$ cat src/verilog/cfgmon_pkg.sv
// constants, types and field layout of the strap capture and fault monitor
// assumes one 50 MHz clock hclk and AHB-Lite register access
// Notes on behaviour
// - sample both shared straps leaving reset
// - shared pins stay undriven during initialization
// - firmware start turns shared pins into outputs
// - captured mode held until next reset
// - topology straps read continuously, never latched
// - decode topology pair and channel mode pair
// - modes two and three enable crossover filtering
// - outputs held off until supplies good
// - undervoltage shuts outputs, asserts all faults
// - two overcurrent thresholds per output FET
// - lower threshold flags shorts to ground/output
// - overcurrent latch holds while event persists
// - three protect inputs, action set by severity
// - peak overload steps gain down over time
// - warm temperature also steps gain down
// - warning and shutdown temperature thresholds
// - hardware thermal trip shuts down at once
// - brownout pulls reset request output low
package cfgmon_pkg;
  // register byte offsets
  localparam logic [7:0] OFS_CONFIG = 8'h00;
  localparam logic [7:0] OFS_STATUS = 8'h04;
  localparam logic [7:0] OFS_CONTROL = 8'h08;
  localparam logic [7:0] OFS_ACTION = 8'h0C;
  localparam logic [7:0] OFS_GAIN = 8'h10;
  // reset values
  localparam logic [31:0] CONTROL_RST = 32'h0010_0000;
  localparam logic [5:0] ACTION_RST = 6'h19;
  // control fields
  localparam int CTL_FW_RUN = 0;
  localparam int CTL_DIV_LSB = 16;
  // config fields
  localparam int CFG_MODE_LSB = 0;
  localparam int CFG_TOPO_LSB = 2;
  localparam int CFG_XOVER = 4;
  localparam int CFG_MISMATCH = 5;
  localparam int CFG_STATE_LSB = 8;
  // status fields
  localparam int STS_OC_LO_LSB = 0;
  localparam int STS_OC_HI_LSB = 4;
  localparam int STS_TEMP_WARN = 8;
  localparam int STS_TEMP_SHUT = 9;
  localparam int STS_HW_THERM = 10;
  localparam int STS_UV = 11;
  localparam int STS_BO = 12;
  localparam int STS_SUP_OK = 13;
  localparam int STS_PROT_LSB = 14;
  localparam int STS_SHUTDOWN = 17;
  localparam int STS_LATCH_LSB = 20;
  // cycles the strap synchroniser needs to fill
  localparam logic [1:0] SYNC_FILL = 2'h2;
  // startup sequence
  typedef enum logic [1:0] {
    ST_RESET_SYNC = 2'b00,
    ST_CAPTURE = 2'b01,
    ST_WAIT_FW = 2'b10,
    ST_RUN = 2'b11
  } init_state_t;
  // amplifier and channel modes
  typedef enum logic [1:0] {
    MODE_0 = 2'b00,
    MODE_1 = 2'b01,
    MODE_2 = 2'b10,
    MODE_3 = 2'b11
  } cfg_mode_t;
  // response to one protect input
  typedef enum logic [1:0] {
    SEV_IGNORE = 2'b00,
    SEV_MITIGATE = 2'b01,
    SEV_SHUTDOWN = 2'b10,
    SEV_SPARE = 2'b11
  } severity_t;
  // captured configuration
  typedef struct packed {
    cfg_mode_t mode;
    logic [1:0] topo;
  } cfg_t;
  // protection inputs from pins
  typedef struct packed {
    logic [3:0] oc_lo;
    logic [3:0] oc_hi;
    logic temp_warn;
    logic temp_shut;
    logic hw_thermal;
    logic uv;
    logic bo;
    logic supply_ok;
    logic peak_ovl;
    logic [2:0] protect;
  } fault_pins_t;
endpackage : cfgmon_pkg

$ cat src/verilog/cfg_strap_fault_monitor.sv
// strap capture, shared pin handover, protection and stepped gain reducer
// assumes pins are asynchronous, AHB-Lite single slave, hclk at 50 MHz
`timescale 1ns/1ps
`default_nettype none
module cfg_strap_fault_monitor #(
  parameter int GAIN_W = 3,
  parameter int STEP_HOLD = 1024,
  parameter int RELEASE = 4096
) (
  // clock and reset
  input wire logic hclk,
  input wire logic hresetn,
  // ahb-lite slave
  input wire logic hsel,
  input wire logic [31:0] haddr,
  input wire logic [1:0] htrans,
  input wire logic hwrite,
  input wire logic [2:0] hsize,
  input wire logic [31:0] hwdata,
  input wire logic hready,
  output logic hreadyout,
  output logic hresp,
  output logic [31:0] hrdata,
  // shared strap pins
  input wire logic supply_sync_or_strap_hi_i,
  output logic supply_sync_or_strap_hi_o,
  output logic supply_sync_or_strap_hi_oe,
  input wire logic fault_n_or_strap_lo_i,
  output logic fault_n_or_strap_lo_o,
  output logic fault_n_or_strap_lo_oe,
  // static topology straps
  input wire logic stage_topology_strap_0,
  input wire logic stage_topology_strap_1,
  // protection inputs
  input wire cfgmon_pkg::fault_pins_t fault_pins,
  // outputs to power stage and audio path
  output logic [3:0] fault_out_n,
  output logic reset_request_out_n,
  output logic power_stage_en,
  output logic xover_en,
  output logic [GAIN_W-1:0] stepped_gain_reducer
);
  import cfgmon_pkg::*;

  localparam logic [GAIN_W-1:0] GAIN_MAX = {GAIN_W{1'b1}};
  localparam logic [15:0] HOLD_RLD = 16'(STEP_HOLD - 1);
  localparam logic [15:0] REL_RLD = 16'(RELEASE - 1);

  // low byte of a word address
  function automatic logic [7:0] word_ofs(input logic [31:0] a);
    word_ofs = {a[7:2], 2'b00};
  endfunction : word_ofs

  ////////////////////////////////////////////////////////////////////////
  // synchronisers
  ////////////////////////////////////////////////////////////////////////
  logic [1:0] strap_s1_q; // first stage, read only by second
  logic [1:0] strap_s2_q;
  logic [1:0] topo_s1_q;
  logic [1:0] topo_s2_q;
  fault_pins_t f_s1_q;
  fault_pins_t f;

  // two flops on every pin input
  always_ff @(posedge hclk or negedge hresetn) begin
    if (!hresetn) begin
      strap_s1_q <= 2'h0;
      strap_s2_q <= 2'h0;
      topo_s1_q <= 2'h0;
      topo_s2_q <= 2'h0;
      f_s1_q <= '0;
      f <= '0;
    end else begin
      strap_s1_q <= {supply_sync_or_strap_hi_i, fault_n_or_strap_lo_i};
      strap_s2_q <= strap_s1_q;
      topo_s1_q <= {stage_topology_strap_1, stage_topology_strap_0};
      topo_s2_q <= topo_s1_q;
      f_s1_q <= fault_pins;
      f <= f_s1_q;
    end
  end

  ////////////////////////////////////////////////////////////////////////
  // state
  ////////////////////////////////////////////////////////////////////////
  init_state_t state_q, state_d; // startup sequence
  logic [1:0] fill_q, fill_d; // synchroniser fill count
  cfg_mode_t mode_q, mode_d; // captured channel mode
  logic xover_q, xover_d;
  logic [3:0] oc_lat_q, oc_lat_d; // latched overcurrent per channel
  logic [3:0] fault_n_q, fault_n_d;
  logic rst_req_n_q, rst_req_n_d;
  logic power_en_q, power_en_d;
  logic [GAIN_W-1:0] gain_q, gain_d;
  logic [15:0] agc_cnt_q, agc_cnt_d; // gain step spacing
  logic [15:0] div_cnt_q, div_cnt_d; // supply sync divider
  logic sync_q, sync_d;
  logic [31:0] control_q, control_d;
  logic [5:0] action_q, action_d; // two severity bits per input
  logic dp_wr_q, dp_wr_d; // write data phase pending
  logic [7:0] dp_ofs_q, dp_ofs_d;
  logic [31:0] rdata_q, rdata_d;
  logic prot_shut;
  logic prot_mit;
  logic shutdown;
  logic all_err;
  logic agc_req;
  logic [31:0] status_w;
  logic [31:0] config_w;

  // next values for all state except the bus data phase and read data registers
  always_comb begin
    state_d = state_q;
    fill_d = fill_q;
    mode_d = mode_q;
    oc_lat_d = oc_lat_q;
    gain_d = gain_q;
    agc_cnt_d = agc_cnt_q;
    div_cnt_d = div_cnt_q;
    sync_d = sync_q;
    control_d = control_q;
    action_d = action_q;
    prot_shut = 1'b0;
    prot_mit = 1'b0;
    // protect inputs weighed by severity
    for (int i = 0; i < 3; i++) begin
      if (f.protect[i]) begin
        case (severity_t'(action_q[2*i +: 2]))
          SEV_MITIGATE: prot_mit = 1'b1;
          SEV_SHUTDOWN: prot_shut = 1'b1;
          default: ;
        endcase
      end
    end
    // conditions that stop the power stage and flag every channel; hardware thermal trip only stops the power stage
    all_err = f.uv | ~f.supply_ok | f.temp_shut | prot_shut;
    shutdown = all_err | f.hw_thermal;
    // startup sequencing
    case (state_q)
      ST_RESET_SYNC: begin
        fill_d = fill_q + 2'h1;
        if (fill_q == SYNC_FILL - 2'h1) begin
          state_d = ST_CAPTURE;
        end
      end
      ST_CAPTURE: begin
        mode_d = cfg_mode_t'(strap_s2_q);
        state_d = ST_WAIT_FW;
      end
      ST_WAIT_FW: begin
        if (control_q[CTL_FW_RUN]) begin
          state_d = ST_RUN;
        end
      end
      ST_RUN: ; // mode never resampled here
      default: state_d = ST_RESET_SYNC;
    endcase
    xover_d = (mode_d == MODE_2) || (mode_d == MODE_3);
    // overcurrent latch: event sets, software clears once it is gone
    if (dp_wr_q && dp_ofs_q == OFS_STATUS) begin
      oc_lat_d = oc_lat_q & ~hwdata[STS_LATCH_LSB +: 4];
    end
    oc_lat_d = oc_lat_d | f.oc_lo | f.oc_hi;
    fault_n_d = ~(oc_lat_d | {4{all_err}});
    rst_req_n_d = ~f.bo;
    power_en_d = (state_q == ST_RUN) && f.supply_ok && !shutdown;
    // stepped gain reduction
    agc_req = f.peak_ovl | f.temp_warn | prot_mit;
    if (agc_cnt_q != 16'h0) begin
      agc_cnt_d = agc_cnt_q - 16'h1;
    end else if (agc_req && gain_q != GAIN_MAX) begin
      gain_d = gain_q + 1'b1;
      agc_cnt_d = HOLD_RLD;
    end else if (!agc_req && gain_q != '0) begin
      gain_d = gain_q - 1'b1;
      agc_cnt_d = REL_RLD;
    end
    // supply sync square wave, half period from control
    if (div_cnt_q >= control_q[CTL_DIV_LSB +: 16]) begin
      div_cnt_d = 16'h0;
      sync_d = ~sync_q;
    end else begin
      div_cnt_d = div_cnt_q + 16'h1;
    end
    // register writes in the data phase
    if (dp_wr_q) begin
      case (dp_ofs_q)
        OFS_CONTROL: control_d = hwdata;
        OFS_ACTION: action_d = hwdata[5:0];
        default: ;
      endcase
    end
  end

  // readable views
  assign config_w = {22'h0, state_q, 2'h0, (topo_s2_q != mode_q),
                     xover_q, topo_s2_q, mode_q};
  assign status_w = {8'h0, oc_lat_q, 2'h0, shutdown, f.protect,
                     f.supply_ok, f.bo, f.uv, f.hw_thermal, f.temp_shut,
                     f.temp_warn, f.oc_hi, f.oc_lo};

  // bus address phase and read data
  always_comb begin
    dp_wr_d = 1'b0;
    dp_ofs_d = dp_ofs_q;
    rdata_d = rdata_q;
    if (hsel && htrans[1] && hready) begin
      dp_wr_d = hwrite;
      dp_ofs_d = word_ofs(haddr);
      if (!hwrite) begin
        case (word_ofs(haddr))
          OFS_CONFIG: rdata_d = config_w;
          OFS_STATUS: rdata_d = status_w;
          OFS_CONTROL: rdata_d = control_q;
          OFS_ACTION: rdata_d = {26'h0, action_q};
          OFS_GAIN: rdata_d = {{(32-GAIN_W){1'b0}}, gain_q};
          default: rdata_d = 32'h0; // unmapped reads zero
        endcase
      end
    end
  end

  // register all state
  always_ff @(posedge hclk or negedge hresetn) begin
    if (!hresetn) begin
      state_q <= ST_RESET_SYNC;
      fill_q <= 2'h0;
      mode_q <= MODE_0;
      xover_q <= 1'b0;
      oc_lat_q <= 4'h0;
      fault_n_q <= 4'hF;
      rst_req_n_q <= 1'b1;
      power_en_q <= 1'b0;
      gain_q <= '0;
      agc_cnt_q <= 16'h0;
      div_cnt_q <= 16'h0;
      sync_q <= 1'b0;
      control_q <= CONTROL_RST;
      action_q <= ACTION_RST;
      dp_wr_q <= 1'b0;
      dp_ofs_q <= 8'h0;
      rdata_q <= 32'h0;
    end else begin
      state_q <= state_d;
      fill_q <= fill_d;
      mode_q <= mode_d;
      xover_q <= xover_d;
      oc_lat_q <= oc_lat_d;
      fault_n_q <= fault_n_d;
      rst_req_n_q <= rst_req_n_d;
      power_en_q <= power_en_d;
      gain_q <= gain_d;
      agc_cnt_q <= agc_cnt_d;
      div_cnt_q <= div_cnt_d;
      sync_q <= sync_d;
      control_q <= control_d;
      action_q <= action_d;
      dp_wr_q <= dp_wr_d;
      dp_ofs_q <= dp_ofs_d;
      rdata_q <= rdata_d;
    end
  end

  ////////////////////////////////////////////////////////////////////////
  // outputs
  ////////////////////////////////////////////////////////////////////////
  assign hreadyout = 1'b1; // zero wait states
  assign hresp = 1'b0; // always okay
  assign hrdata = rdata_q;
  // shared pins driven only once firmware runs
  assign supply_sync_or_strap_hi_oe = (state_q == ST_RUN);
  assign fault_n_or_strap_lo_oe = (state_q == ST_RUN);
  assign supply_sync_or_strap_hi_o = sync_q;
  assign fault_n_or_strap_lo_o = &fault_n_q;
  assign fault_out_n = fault_n_q;
  assign reset_request_out_n = rst_req_n_q;
  assign power_stage_en = power_en_q;
  assign xover_en = xover_q;
  assign stepped_gain_reducer = gain_q;
endmodule : cfg_strap_fault_monitor
`default_nettype wire

$ cat config.mk
export PLATFORM = sky130hd
export DESIGN_NAME = cfg_strap_fault_monitor
export DESIGN_NICKNAME = d
export VERILOG_FILES = /design/src/verilog/cfgmon_pkg.sv /design/src/verilog/cfg_strap_fault_monitor.sv
export SDC_FILE = /design/constraint.sdc
export NUM_CORES = 1
export LEC_CHECK = 0
export ABC_AREA = 1
export BUFFER_PORTS_ARGS = -buffer_cell sky130_fd_sc_hd__buf_4
export CAP_MARGIN = 15
export CORE_MARGIN = 1.5
export CORE_UTILIZATION = 42
export DETAILED_ROUTE_END_ITERATION = 12
export GPL_TIMING_DRIVEN = 0
export HOLD_SLACK_MARGIN = 0.05
export PLACE_DENSITY = 0.7
export RECOVER_POWER = 100
export SETUP_SLACK_MARGIN = 0.4
export SYNTH_ARGS = -nofsm -noshare
export SYNTH_HDL_FRONTEND = slang
export SYNTH_SLANG_ARGS = --single-unit
$ cat constraint.sdc
create_clock -name hclk -period 2.3 [get_ports hclk]
set_clock_uncertainty 0.15 [all_clocks]
set_input_delay 0.23 -clock hclk [delete_from_list [all_inputs] [get_ports hclk]]
set_output_delay 0.23 -clock hclk [all_outputs]
set_load 0.01 [all_outputs]
After elaboration in Yosys (flattened, before gate mapping):

Index checks and enable logic that the tools add are counted.

* register bits after elaboration: 174
* bits in latches: 0
* RAM bits: 0
* ROM bits: 0
* input port bits: 96
* output and inout bits: 48
* memories kept: 0

* add/subtract/negate cells: 5
* $mul: 0
* divide/modulo/power cells: 0
* $lt $le $gt $ge: 1
* eq/ne operators: 23
* shift-type cells: 0
* muxes and demuxes: 25
* bitwise logic cells: 17
* reduce and logical (&&, ||, !) cells: 23

Operators by type and width (count)
* 32-bit case mux with 5 select lines: 1
* 16-bit two-way mux: 4
* 6-bit by 2-bit == test with 1-bit output, second input constant: 4
* 16-bit by 1-bit adder with 16-bit output, second input constant: 1
* 16-bit greater-or-equal comparator: 1
* 16-bit nonzero test: 1
* 16-bit by 1-bit subtractor with 16-bit output, second input constant: 1
* 2-bit == test, second input constant: 7
* 1-bit two-way mux: 13
* 6-bit by 1-bit == test with 1-bit output, second input constant: 2
* 4-bit bitwise OR: 3
* 2-bit by 1-bit == test with 1-bit output, second input constant: 5
* 3-bit nonzero test: 3
* 4-bit NOT: 2
* 2-bit AND reduction: 4
* 1-bit logical AND: 7
* 6-bit by 3-bit == test with 1-bit output, second input constant: 1
* 6-bit zero test: 1
* 2-bit two-way mux: 3
* 3-bit two-way mux: 2
* 1-bit bitwise OR: 6
* 2-bit case mux with 3 select lines: 1
* 1-bit NOT: 5
* 4-bit bitwise AND: 1
* 13 further kinds: 15

Depth between registers and ports, before layout:

Gate-level depths: netlist of the first run.

* word-level depth: 13
* gate-level depth with buffers: 13
* depth with buffers taken out: 13

Least setup slack after synthesis of the first run:

No wires, ideal clock.

* path kind: register to register
* start: reg action_q[3]
* end: reg gain_q[1] (netlist: stepped_gain_reducer[1])
* setup time: 0.126 ns
* data arrival time: 1.546 ns
* data required time: 2.024 ns
* path slack: 0.478 ns
* stages on the path, launching flop included: 8
* period minus slack after synthesis: 1.822 ns
* cell sequence: dfstp_2 inv_1 nand3_1 nand2_1 o21ai_1 fa_1 nor2_1 a21oi_1

* cells in the longest elaborated chain, start to end: 10

Ends and longest elaborated chain
* start, declared: line cfg_strap_fault_monitor.sv:99 `logic [5:0] action_q, action_d;`
* start signal, assigned: line cfg_strap_fault_monitor.sv:257 `action_q <= action_d;`
* 2-bit by 1-bit == test with 1-bit output (*): line cfg_strap_fault_monitor.sv:128 `case (severity_t'(action_q[2*i +: 2]))`
* 1-bit two-way mux (*): line cfg_strap_fault_monitor.sv:128
* 1-bit two-way mux (*): line cfg_strap_fault_monitor.sv:127 `if (f.protect[i]) begin`
* 1-bit two-way mux: line cfg_strap_fault_monitor.sv:128
* 1-bit two-way mux (*): line cfg_strap_fault_monitor.sv:127
* 1-bit bitwise OR (*): line cfg_strap_fault_monitor.sv:168 `agc_req = f.peak_ovl | f.temp_warn | prot_mit;`
* 1-bit zero test: line cfg_strap_fault_monitor.sv:174 `end else if (!agc_req && gain_q != '0) begin`
* 1-bit logical AND: line cfg_strap_fault_monitor.sv:174
* 2-bit nonzero test (no source line)
* 2-bit AND reduction (no source line)
* end signal, assigned: line cfg_strap_fault_monitor.sv:252 `gain_q <= gain_d;`
* end, declared: line cfg_strap_fault_monitor.sv:94 `logic [GAIN_W-1:0] gain_q, gain_d;`

Every way passes the cells marked *; elsewhere a longest branch is shown, timed or not.
A chain may end at the register's enable or synchronous reset.

Worst setup path after layout of the first run:

* start: reg dp_ofs_q[6]
* end: reg control_q[24]

* cells in the longest elaborated chain, start to end: 2

Ends and longest elaborated chain
* start, declared: line cfg_strap_fault_monitor.sv:101 `logic [7:0] dp_ofs_q, dp_ofs_d;`
* start signal, assigned: line cfg_strap_fault_monitor.sv:259 `dp_ofs_q <= dp_ofs_d;`
* 6-bit by 2-bit == test with 1-bit output: line cfg_strap_fault_monitor.sv:187 `case (dp_ofs_q)`
* 2-bit AND reduction (no source line)
* end signal, assigned: line cfg_strap_fault_monitor.sv:256 `control_q <= control_d;`
* end, declared: line cfg_strap_fault_monitor.sv:98 `logic [31:0] control_q, control_d;`

Every way passes these cells.

==> reports/metrics.cfg, run 1 <==
[worst_setup_path]
rrSetupSlack_ns = 0.32
cp.required_ns = 2.50
max_stage_delay_ns = 0.36
cp.arrival_ns = 2.17
worst-setup-path-type = flop to flop
r2r_end = control_q[24]$_DFFE_PN0P_
crit_path_max_fanout = 10
cp-start-kind = flop
crit_path_end_kind = flop
crit_slowest_cell = dfrtp_1
path_delay_family = buffers and inverters
path_cells = inv_1, nand2_1, nor2_1, inv_1, nor4_1, buf_4, clkbuf_2, nand2_1, o21ai_0
r2r-start = dp_ofs_q[6]$_DFFE_PN0P_
worstRegToRegCells = 9
critical_path_buf_inv_count = 4

[synthesis]
synth-compound-area-share_pct = 8.30
ys_seq_area_share_pct = 57.4
synth_ff_type = dfrtp_1
async_reset_ff_share_pct = 100
synth_xor_area_share_pct = 2.55
syn-mean-instance-area_um2 = 9.00
synth_top_family_by_area = simple AND/OR/NAND/NOR gates
ys_types = 38
synth_mux_area_share_pct = 0
synth_edf_count = 0
synth_warnings = 0
synth_nets = 963
netlist_area_mm2 = 0.00757
netlist_instances = 841
synth_seq_cells = 173
synthSimpleGateAreaFrac_pct = 19.9
synth_fa_ha_area_share_pct = 4.40

[flow_run]
cap_violations = 0

[min_path]
hp-class = primary input to flop
hold_end = dp_ofs_q[2]$_DFFE_PN0P_
hp-start = htrans[1]
holdPathStages = 4

[power_and_ir_drop]
pwr_density_cell_mw_per_mm2 = 751
seqPwrFrac_pct = 45.0
swShare_pct = 29.0
switchingPower_uw = 2240
p_leak_uw = 0.00508
p_clk_share_pct = 39.3
peakVddDrop_mv = 0.880
pwr-share-comb_pct = 15.7
intPower_uw = 5470

[global_route]
grt-ovfl-total = 0
track_usage_pct = 21.3
antenna_found_initial = 0
grt_pass1_vias = 6142
grt_pass1_wl_um = 30400
grt_max_degree = 90

[floorplan]
die-area_mm2 = 0.0188
start_util_pct = 43.3
rows = 48
die_y_um = 137
die_w_um = 137
ioPinCount = 144
core_mm2 = 0.0175

[timing]
setup_viol = 0
tightest_slew_ns = 1.21
final_max_slew_viol_count = 0
period_needed_ns = 1.98
hold_viol_final = 0
period_share_pct = 86.0
fmax_mhz = 506
holdWs_ns = 0.0972
slew_headroom_pct = 19.4
rsz0062_at_grt = true

[final_layout]
mostFrequentLayoutCells = nand2_1 (202), dfrtp_1 (161), inv_1 (114)
finalNetCount = 1185
instances_no_fill = 1302
layout_commonest_cell = nand2_1
area_delta_synth_final_pct = 35.6
drive_above_1_share_pct = 19.0

[clock_tree]
cts_sinks = 173
clockBufferDepth = 2
clock_latency_ns = 0.44
cts_buffers = 17
clk_pin_slew_ns = 0.07
cts_htree_levels = 4
cts_tree = yes
root_buffer = clkbuf_16

[drt]
finalWirelength_um = 19600
post_drt_wl_per_cell_um = 15.0
vias_per_cell = 4.93
detail-route-antenna-nets = 0
drtIter0Drc = 485
vias = 6414
drt-pass1-iter-count = 7
drc = 0

[place]
place_inst = 1178
dp_hpwl_um = 12800
portBuffers = 111
gp_congestion = 0.874

[status]
status = finished, final reports clean

## how the worst max path moves through the flow
stage	start	endpoint	slack [ns]	cells past startpoint
2_1_floorplan	action_q[3]$_DFFE_PN1P_	stepped_gain_reducer[1]$_DFFE_PN0P_	0.48	7
3_3_place_gp	hresetn	hrdata[25]$_DFFE_PN0P_	-0.15	1
3_5_place_dp	control_q[31]$_DFFE_PN0P_	div_cnt_q[5]$_DFF_PN0_	0.05	9
4_1_cts	control_q[31]$_DFFE_PN0P_	supply_sync_or_strap_hi_o$_DFFE_PN0N_	0.40	10
5_1_grt	agc_cnt_q[0]$_DFFE_PN0P_	agc_cnt_q[3]$_DFFE_PN0P_	0.17	9
6_report	dp_ofs_q[6]$_DFFE_PN0P_	control_q[24]$_DFFE_PN0P_	0.32	9
## repair_timing
action	4_1_cts	5_1_grt
cloned	0	1
hold buffers	62	0
pin swaps	3	23
setup buffers	6	22
resized for setup	8	80
endpoints found under the setup margin	60	89
hold endpoints to repair	158	0
## kinds of logic after synthesis
logic type	Yosys count
adders and majority gates	26
AOI/OAI and AO/OA	112
buffers and inverters	139
xor gates and xnor gates	22
other	2
DFF	173
and+or+nand+nor	367
## synth_stat cells, drive strengths merged (4+ instances only)
master  count  area share (%)
dfrtp     164              54
a22oi       6            0.60
clkbuf      7            0.40
buf        12             1.0
inv       120             6.0
o211ai     12             1.2
a21oi      10            0.66
nor3        9            0.60
nand2     213              11
dfstp       9             3.1
nand3      41             2.7
ha         25             4.1
nor2       91             4.7
xor2       18             2.1
nand4      10            0.83
xnor2       4            0.46
o21ai      74             4.9
## metal layers
layer	wire length (um)	GRT usage [%]
met5	0	0
met4	259	5.67
met3	1010	5.04
met2	10000	36.4
met1	8300	27.2
## power groups by stage
stage | clock network [uW] | logic [uW] | registers [uW]
2_1_floorplan | 0 | 671 | 3500
3_3_place_gp | 0 | 1040 | 3520
3_5_place_dp | 0 | 1080 | 3520
4_1_cts | 3050 | 1200 | 3470
5_1_grt | 3200 | 1390 | 3510
6_report | 3030 | 1210 | 3470
## sequential cells by signal, indices dropped and copies added (netlist names), 2 cells and up, named ones only
| name | count |
|---|---|
| strap_s2_q | 2 |
| oc_lat_q | 4 |
| control_q | 32 |
| agc_cnt_q | 16 |
| fault_out_n | 4 |
| state_q | 2 |
| topo_s1_q | 2 |
| div_cnt_q | 16 |
| f_s1_q | 18 |
| stepped_gain_reducer | 3 |
| hrdata | 32 |
| strap_s1_q | 2 |
| action_q | 6 |
| fill_q | 2 |
| dp_ofs_q | 6 |
| topo_s2_q | 2 |
| f | 18 |
## worst reg2reg max path, cell delays in order (launching register included)
cell	delay, ns
dfrtp_1	0.36
inv_1	0.07
nand2_1	0.05
nor2_1	0.21
inv_1	0.10
nor4_1	0.28
buf_4	0.21
clkbuf_2	0.27
nand2_1	0.10
o21ai_0	0.09
## cell type report
class	instances	area [um2]
inverter	120	450
sequential	173	4340
clock inverter	15	193
multi-input combinational	529	2890
fill	1507	7220
buffer	19	129
antenna	1	2.50
timing repair buffer	203	1540
clock buffer	17	425
tap	225	282
## stage by stage
step	cell area, um2	util [%]	setup slack (ns)	TNS, ns	power [uW]
floorplan	7570	-	0.478	0	4170
global placement	8680	49.7	-0.149	-21.63	4550
detailed placement	8720	49.9	0.0532	0	4600
CTS	10000	57.4	0.402	0	7720
global route	10300	58.7	0.171	0	8100
finish	10300	58.7	0.323	0	7710
(Power assumes the default switching activity.)
==> inputs of run 2 (changes only) <==
- GPL_TIMING_DRIVEN: 0 -> 1
==> run 2 against run 1 <==
Against the previous run: combinational power decreased by 5%; fmax decreased by 2.3%; global-route usage decreased by 1.1 points; critical endpoint is now supply_sync_or_strap_hi_o$_DFFE_PN0N_; largest cell class unchanged.
==> reports/metrics.cfg, run 2 (synthesis results as in run 1) <==
[worst_setup_path]
critical_path_buf_inv_count = 2
crit_path_max_fanout = 6
crit_path_end_kind = flop
crit_slowest_cell = dfstp_2
cp-start-kind = flop
worstRegToRegCells = 11
cp.arrival_ns = 2.24
worst-setup-path-type = flop to flop
r2r-start = control_q[20]$_DFFE_PN1P_
cpMostUsedCell = nand2_1
cp.required_ns = 2.51
r2r_end = supply_sync_or_strap_hi_o$_DFFE_PN0N_
rrSetupSlack_ns = 0.28
max_stage_delay_ns = 0.53
path_delay_family = simple AND/OR/NAND/NOR gates
path_cells = inv_1, ha_1, nand2_1, nor2_1, nand2_1, nand2_1, nand2_2, nand3_1, clkbuf_1, nand2_2, nand2_1

[timing]
rsz0062_at_grt = true
holdWs_ns = 0.133
layout_setup_ws_ns = 0.275
finalSetupTns_ns = 0
period_needed_ns = 2.02
fmax_mhz = 494
period_share_pct = 88.0
tightest_slew_ns = 1.31
setup_viol = 0
slew_headroom_pct = 12.9
final_max_slew_viol_count = 0
hold_viol_final = 0

[global_route]
antenna_found_initial = 0
grt_max_degree = 65
grt-ovfl-total = 0
grt_pass1_vias = 5988
track_usage_pct = 20.2
grt_pass1_wl_um = 29000

[min_path]
hp-start = htrans[1]
hold_end = dp_wr_q$_DFF_PN0_
hp-class = primary input to flop
holdPathStages = 4

[place]
dp_hpwl_um = 12200
portBuffers = 111
gp_congestion = 0.834
pre_cts_ws_ns = 0.378

[floorplan]
rows = 48
start_util_pct = 43.3
ioPinCount = 144
core_mm2 = 0.0175
die_w_um = 137
die_y_um = 137
die-area_mm2 = 0.0188

[clock_tree]
cts_buffers = 17
clock_latency_ns = 0.42
root_buffer = clkbuf_16
cts_htree_levels = 4
clockBufferDepth = 2
cts_tree = yes
clk_pin_slew_ns = 0.06
cts_sinks = 173

[power_and_ir_drop]
peakVddDrop_mv = 0.652
pwr_density_cell_mw_per_mm2 = 758
p_leak_uw = 0.00489

[final_layout]
mostFrequentLayoutCells = nand2_1 (205), dfrtp_1 (162), inv_1 (116)
n_fill_cell = 1540
multi_input_area_mm2 = 0.00280
num_antenna_cells = 0
finalNetCount = 1161
area_delta_synth_final_pct = 31.9
drive_above_1_share_pct = 14.8
layout_commonest_cell = nand2_1
register_area_mm2 = 0.00434

[drt]
post_drt_wl_per_cell_um = 14.3
detail-route-antenna-nets = 0
finalWirelength_um = 18200
drtIter0Drc = 479
vias_per_cell = 4.85
drc = 0
drt-pass1-iter-count = 5
vias = 6191

[flow_run]
cap_violations = 0

[status]
status = finished, final reports clean

## run 2: cell types whose count changed in the layout (fill, tap and decap cells not counted), moves of 5 or more
| cell | delta |
|---|---|
| inv_8 | -5 |
| nor2_2 | -7 |
| clkbuf_4 | -6 |
| buf_4 | -18 |
| nor2_1 | +8 |
## run 2: worst max path at each step
stage | start | to | slack [ns] | cells after the start
floorplan | action_q[3]$_DFFE_PN1P_ | stepped_gain_reducer[1]$_DFFE_PN0P_ | 0.48 | 7
global placement | agc_cnt_q[0]$_DFFE_PN0P_ | agc_cnt_q[10]$_DFFE_PN0P_ | 0.41 | 8
detailed placement | agc_cnt_q[0]$_DFFE_PN0P_ | agc_cnt_q[10]$_DFFE_PN0P_ | 0.38 | 8
CTS | agc_cnt_q[0]$_DFFE_PN0P_ | agc_cnt_q[1]$_DFFE_PN0P_ | 0.42 | 10
global route | haddr[4] | hrdata[13]$_DFFE_PN0P_ | 0.20 | 9
finish | control_q[20]$_DFFE_PN1P_ | supply_sync_or_strap_hi_o$_DFFE_PN0N_ | 0.28 | 11
## run 2: cell type report
class	instances	area share, %
Timing Repair Buffer	198	15.0
Sequential cell	173	43.5
Clock inverter	13	1.64
Tap cell	225	2.82
Inverter	120	4.51
Clock buffer	19	4.44
Multi-Input combinational cell	529	28.1
## run 2: through the flow
stage | total power [uW] | utilization, % | cells | cell area, um2
global placement | 4560 | 49.9 | 1173 | 8730
floorplan | 4170 | - | 841 | 7570
detailed placement | 4600 | 49.9 | 1173 | 8730
CTS | 7660 | 57.1 | 1267 | 9970
global route | 7980 | 57.1 | 1277 | 9980
finish | 7560 | 57.1 | 1277 | 9980
## run 2: power breakdown
part	switching (uW)	internal [uW]
combinational	679	467
sequential	160	3310
clock	1200	1750
total	2040	5520
## run 2: tightest hold or removal path, delay by kind of cell
kind	cells	cell delay (ns)
AND/OR/NAND/NOR	2	0.14
buffers and inverters	2	0.29
## run 2: timing repair
| item | in CTS | in global routing |
|---|---|---|
| buffers inserted | 0 | 9 |
| hold endpoints to repair | 218 | 0 |
| pin swaps | 0 | 16 |
| resized for setup | 4 | 46 |
| setup endpoints to repair | 18 | 55 |
| gates cloned | 0 | 1 |
| hold buffers | 62 | 0 |
## run 2: per-layer routing
| layer | vias up | wire (um) | GRT usage [%] |
|---|---|---|---|
| li1 | 3040 | - | - |
| met1 | 2985 | 8250 | 26.4 |
| met2 | 138 | 8920 | 33.3 |
| met3 | 28 | 682 | 4.42 |
| met4 | 0 | 348 | 7.02 |
| met5 | - | 0 | 0 |
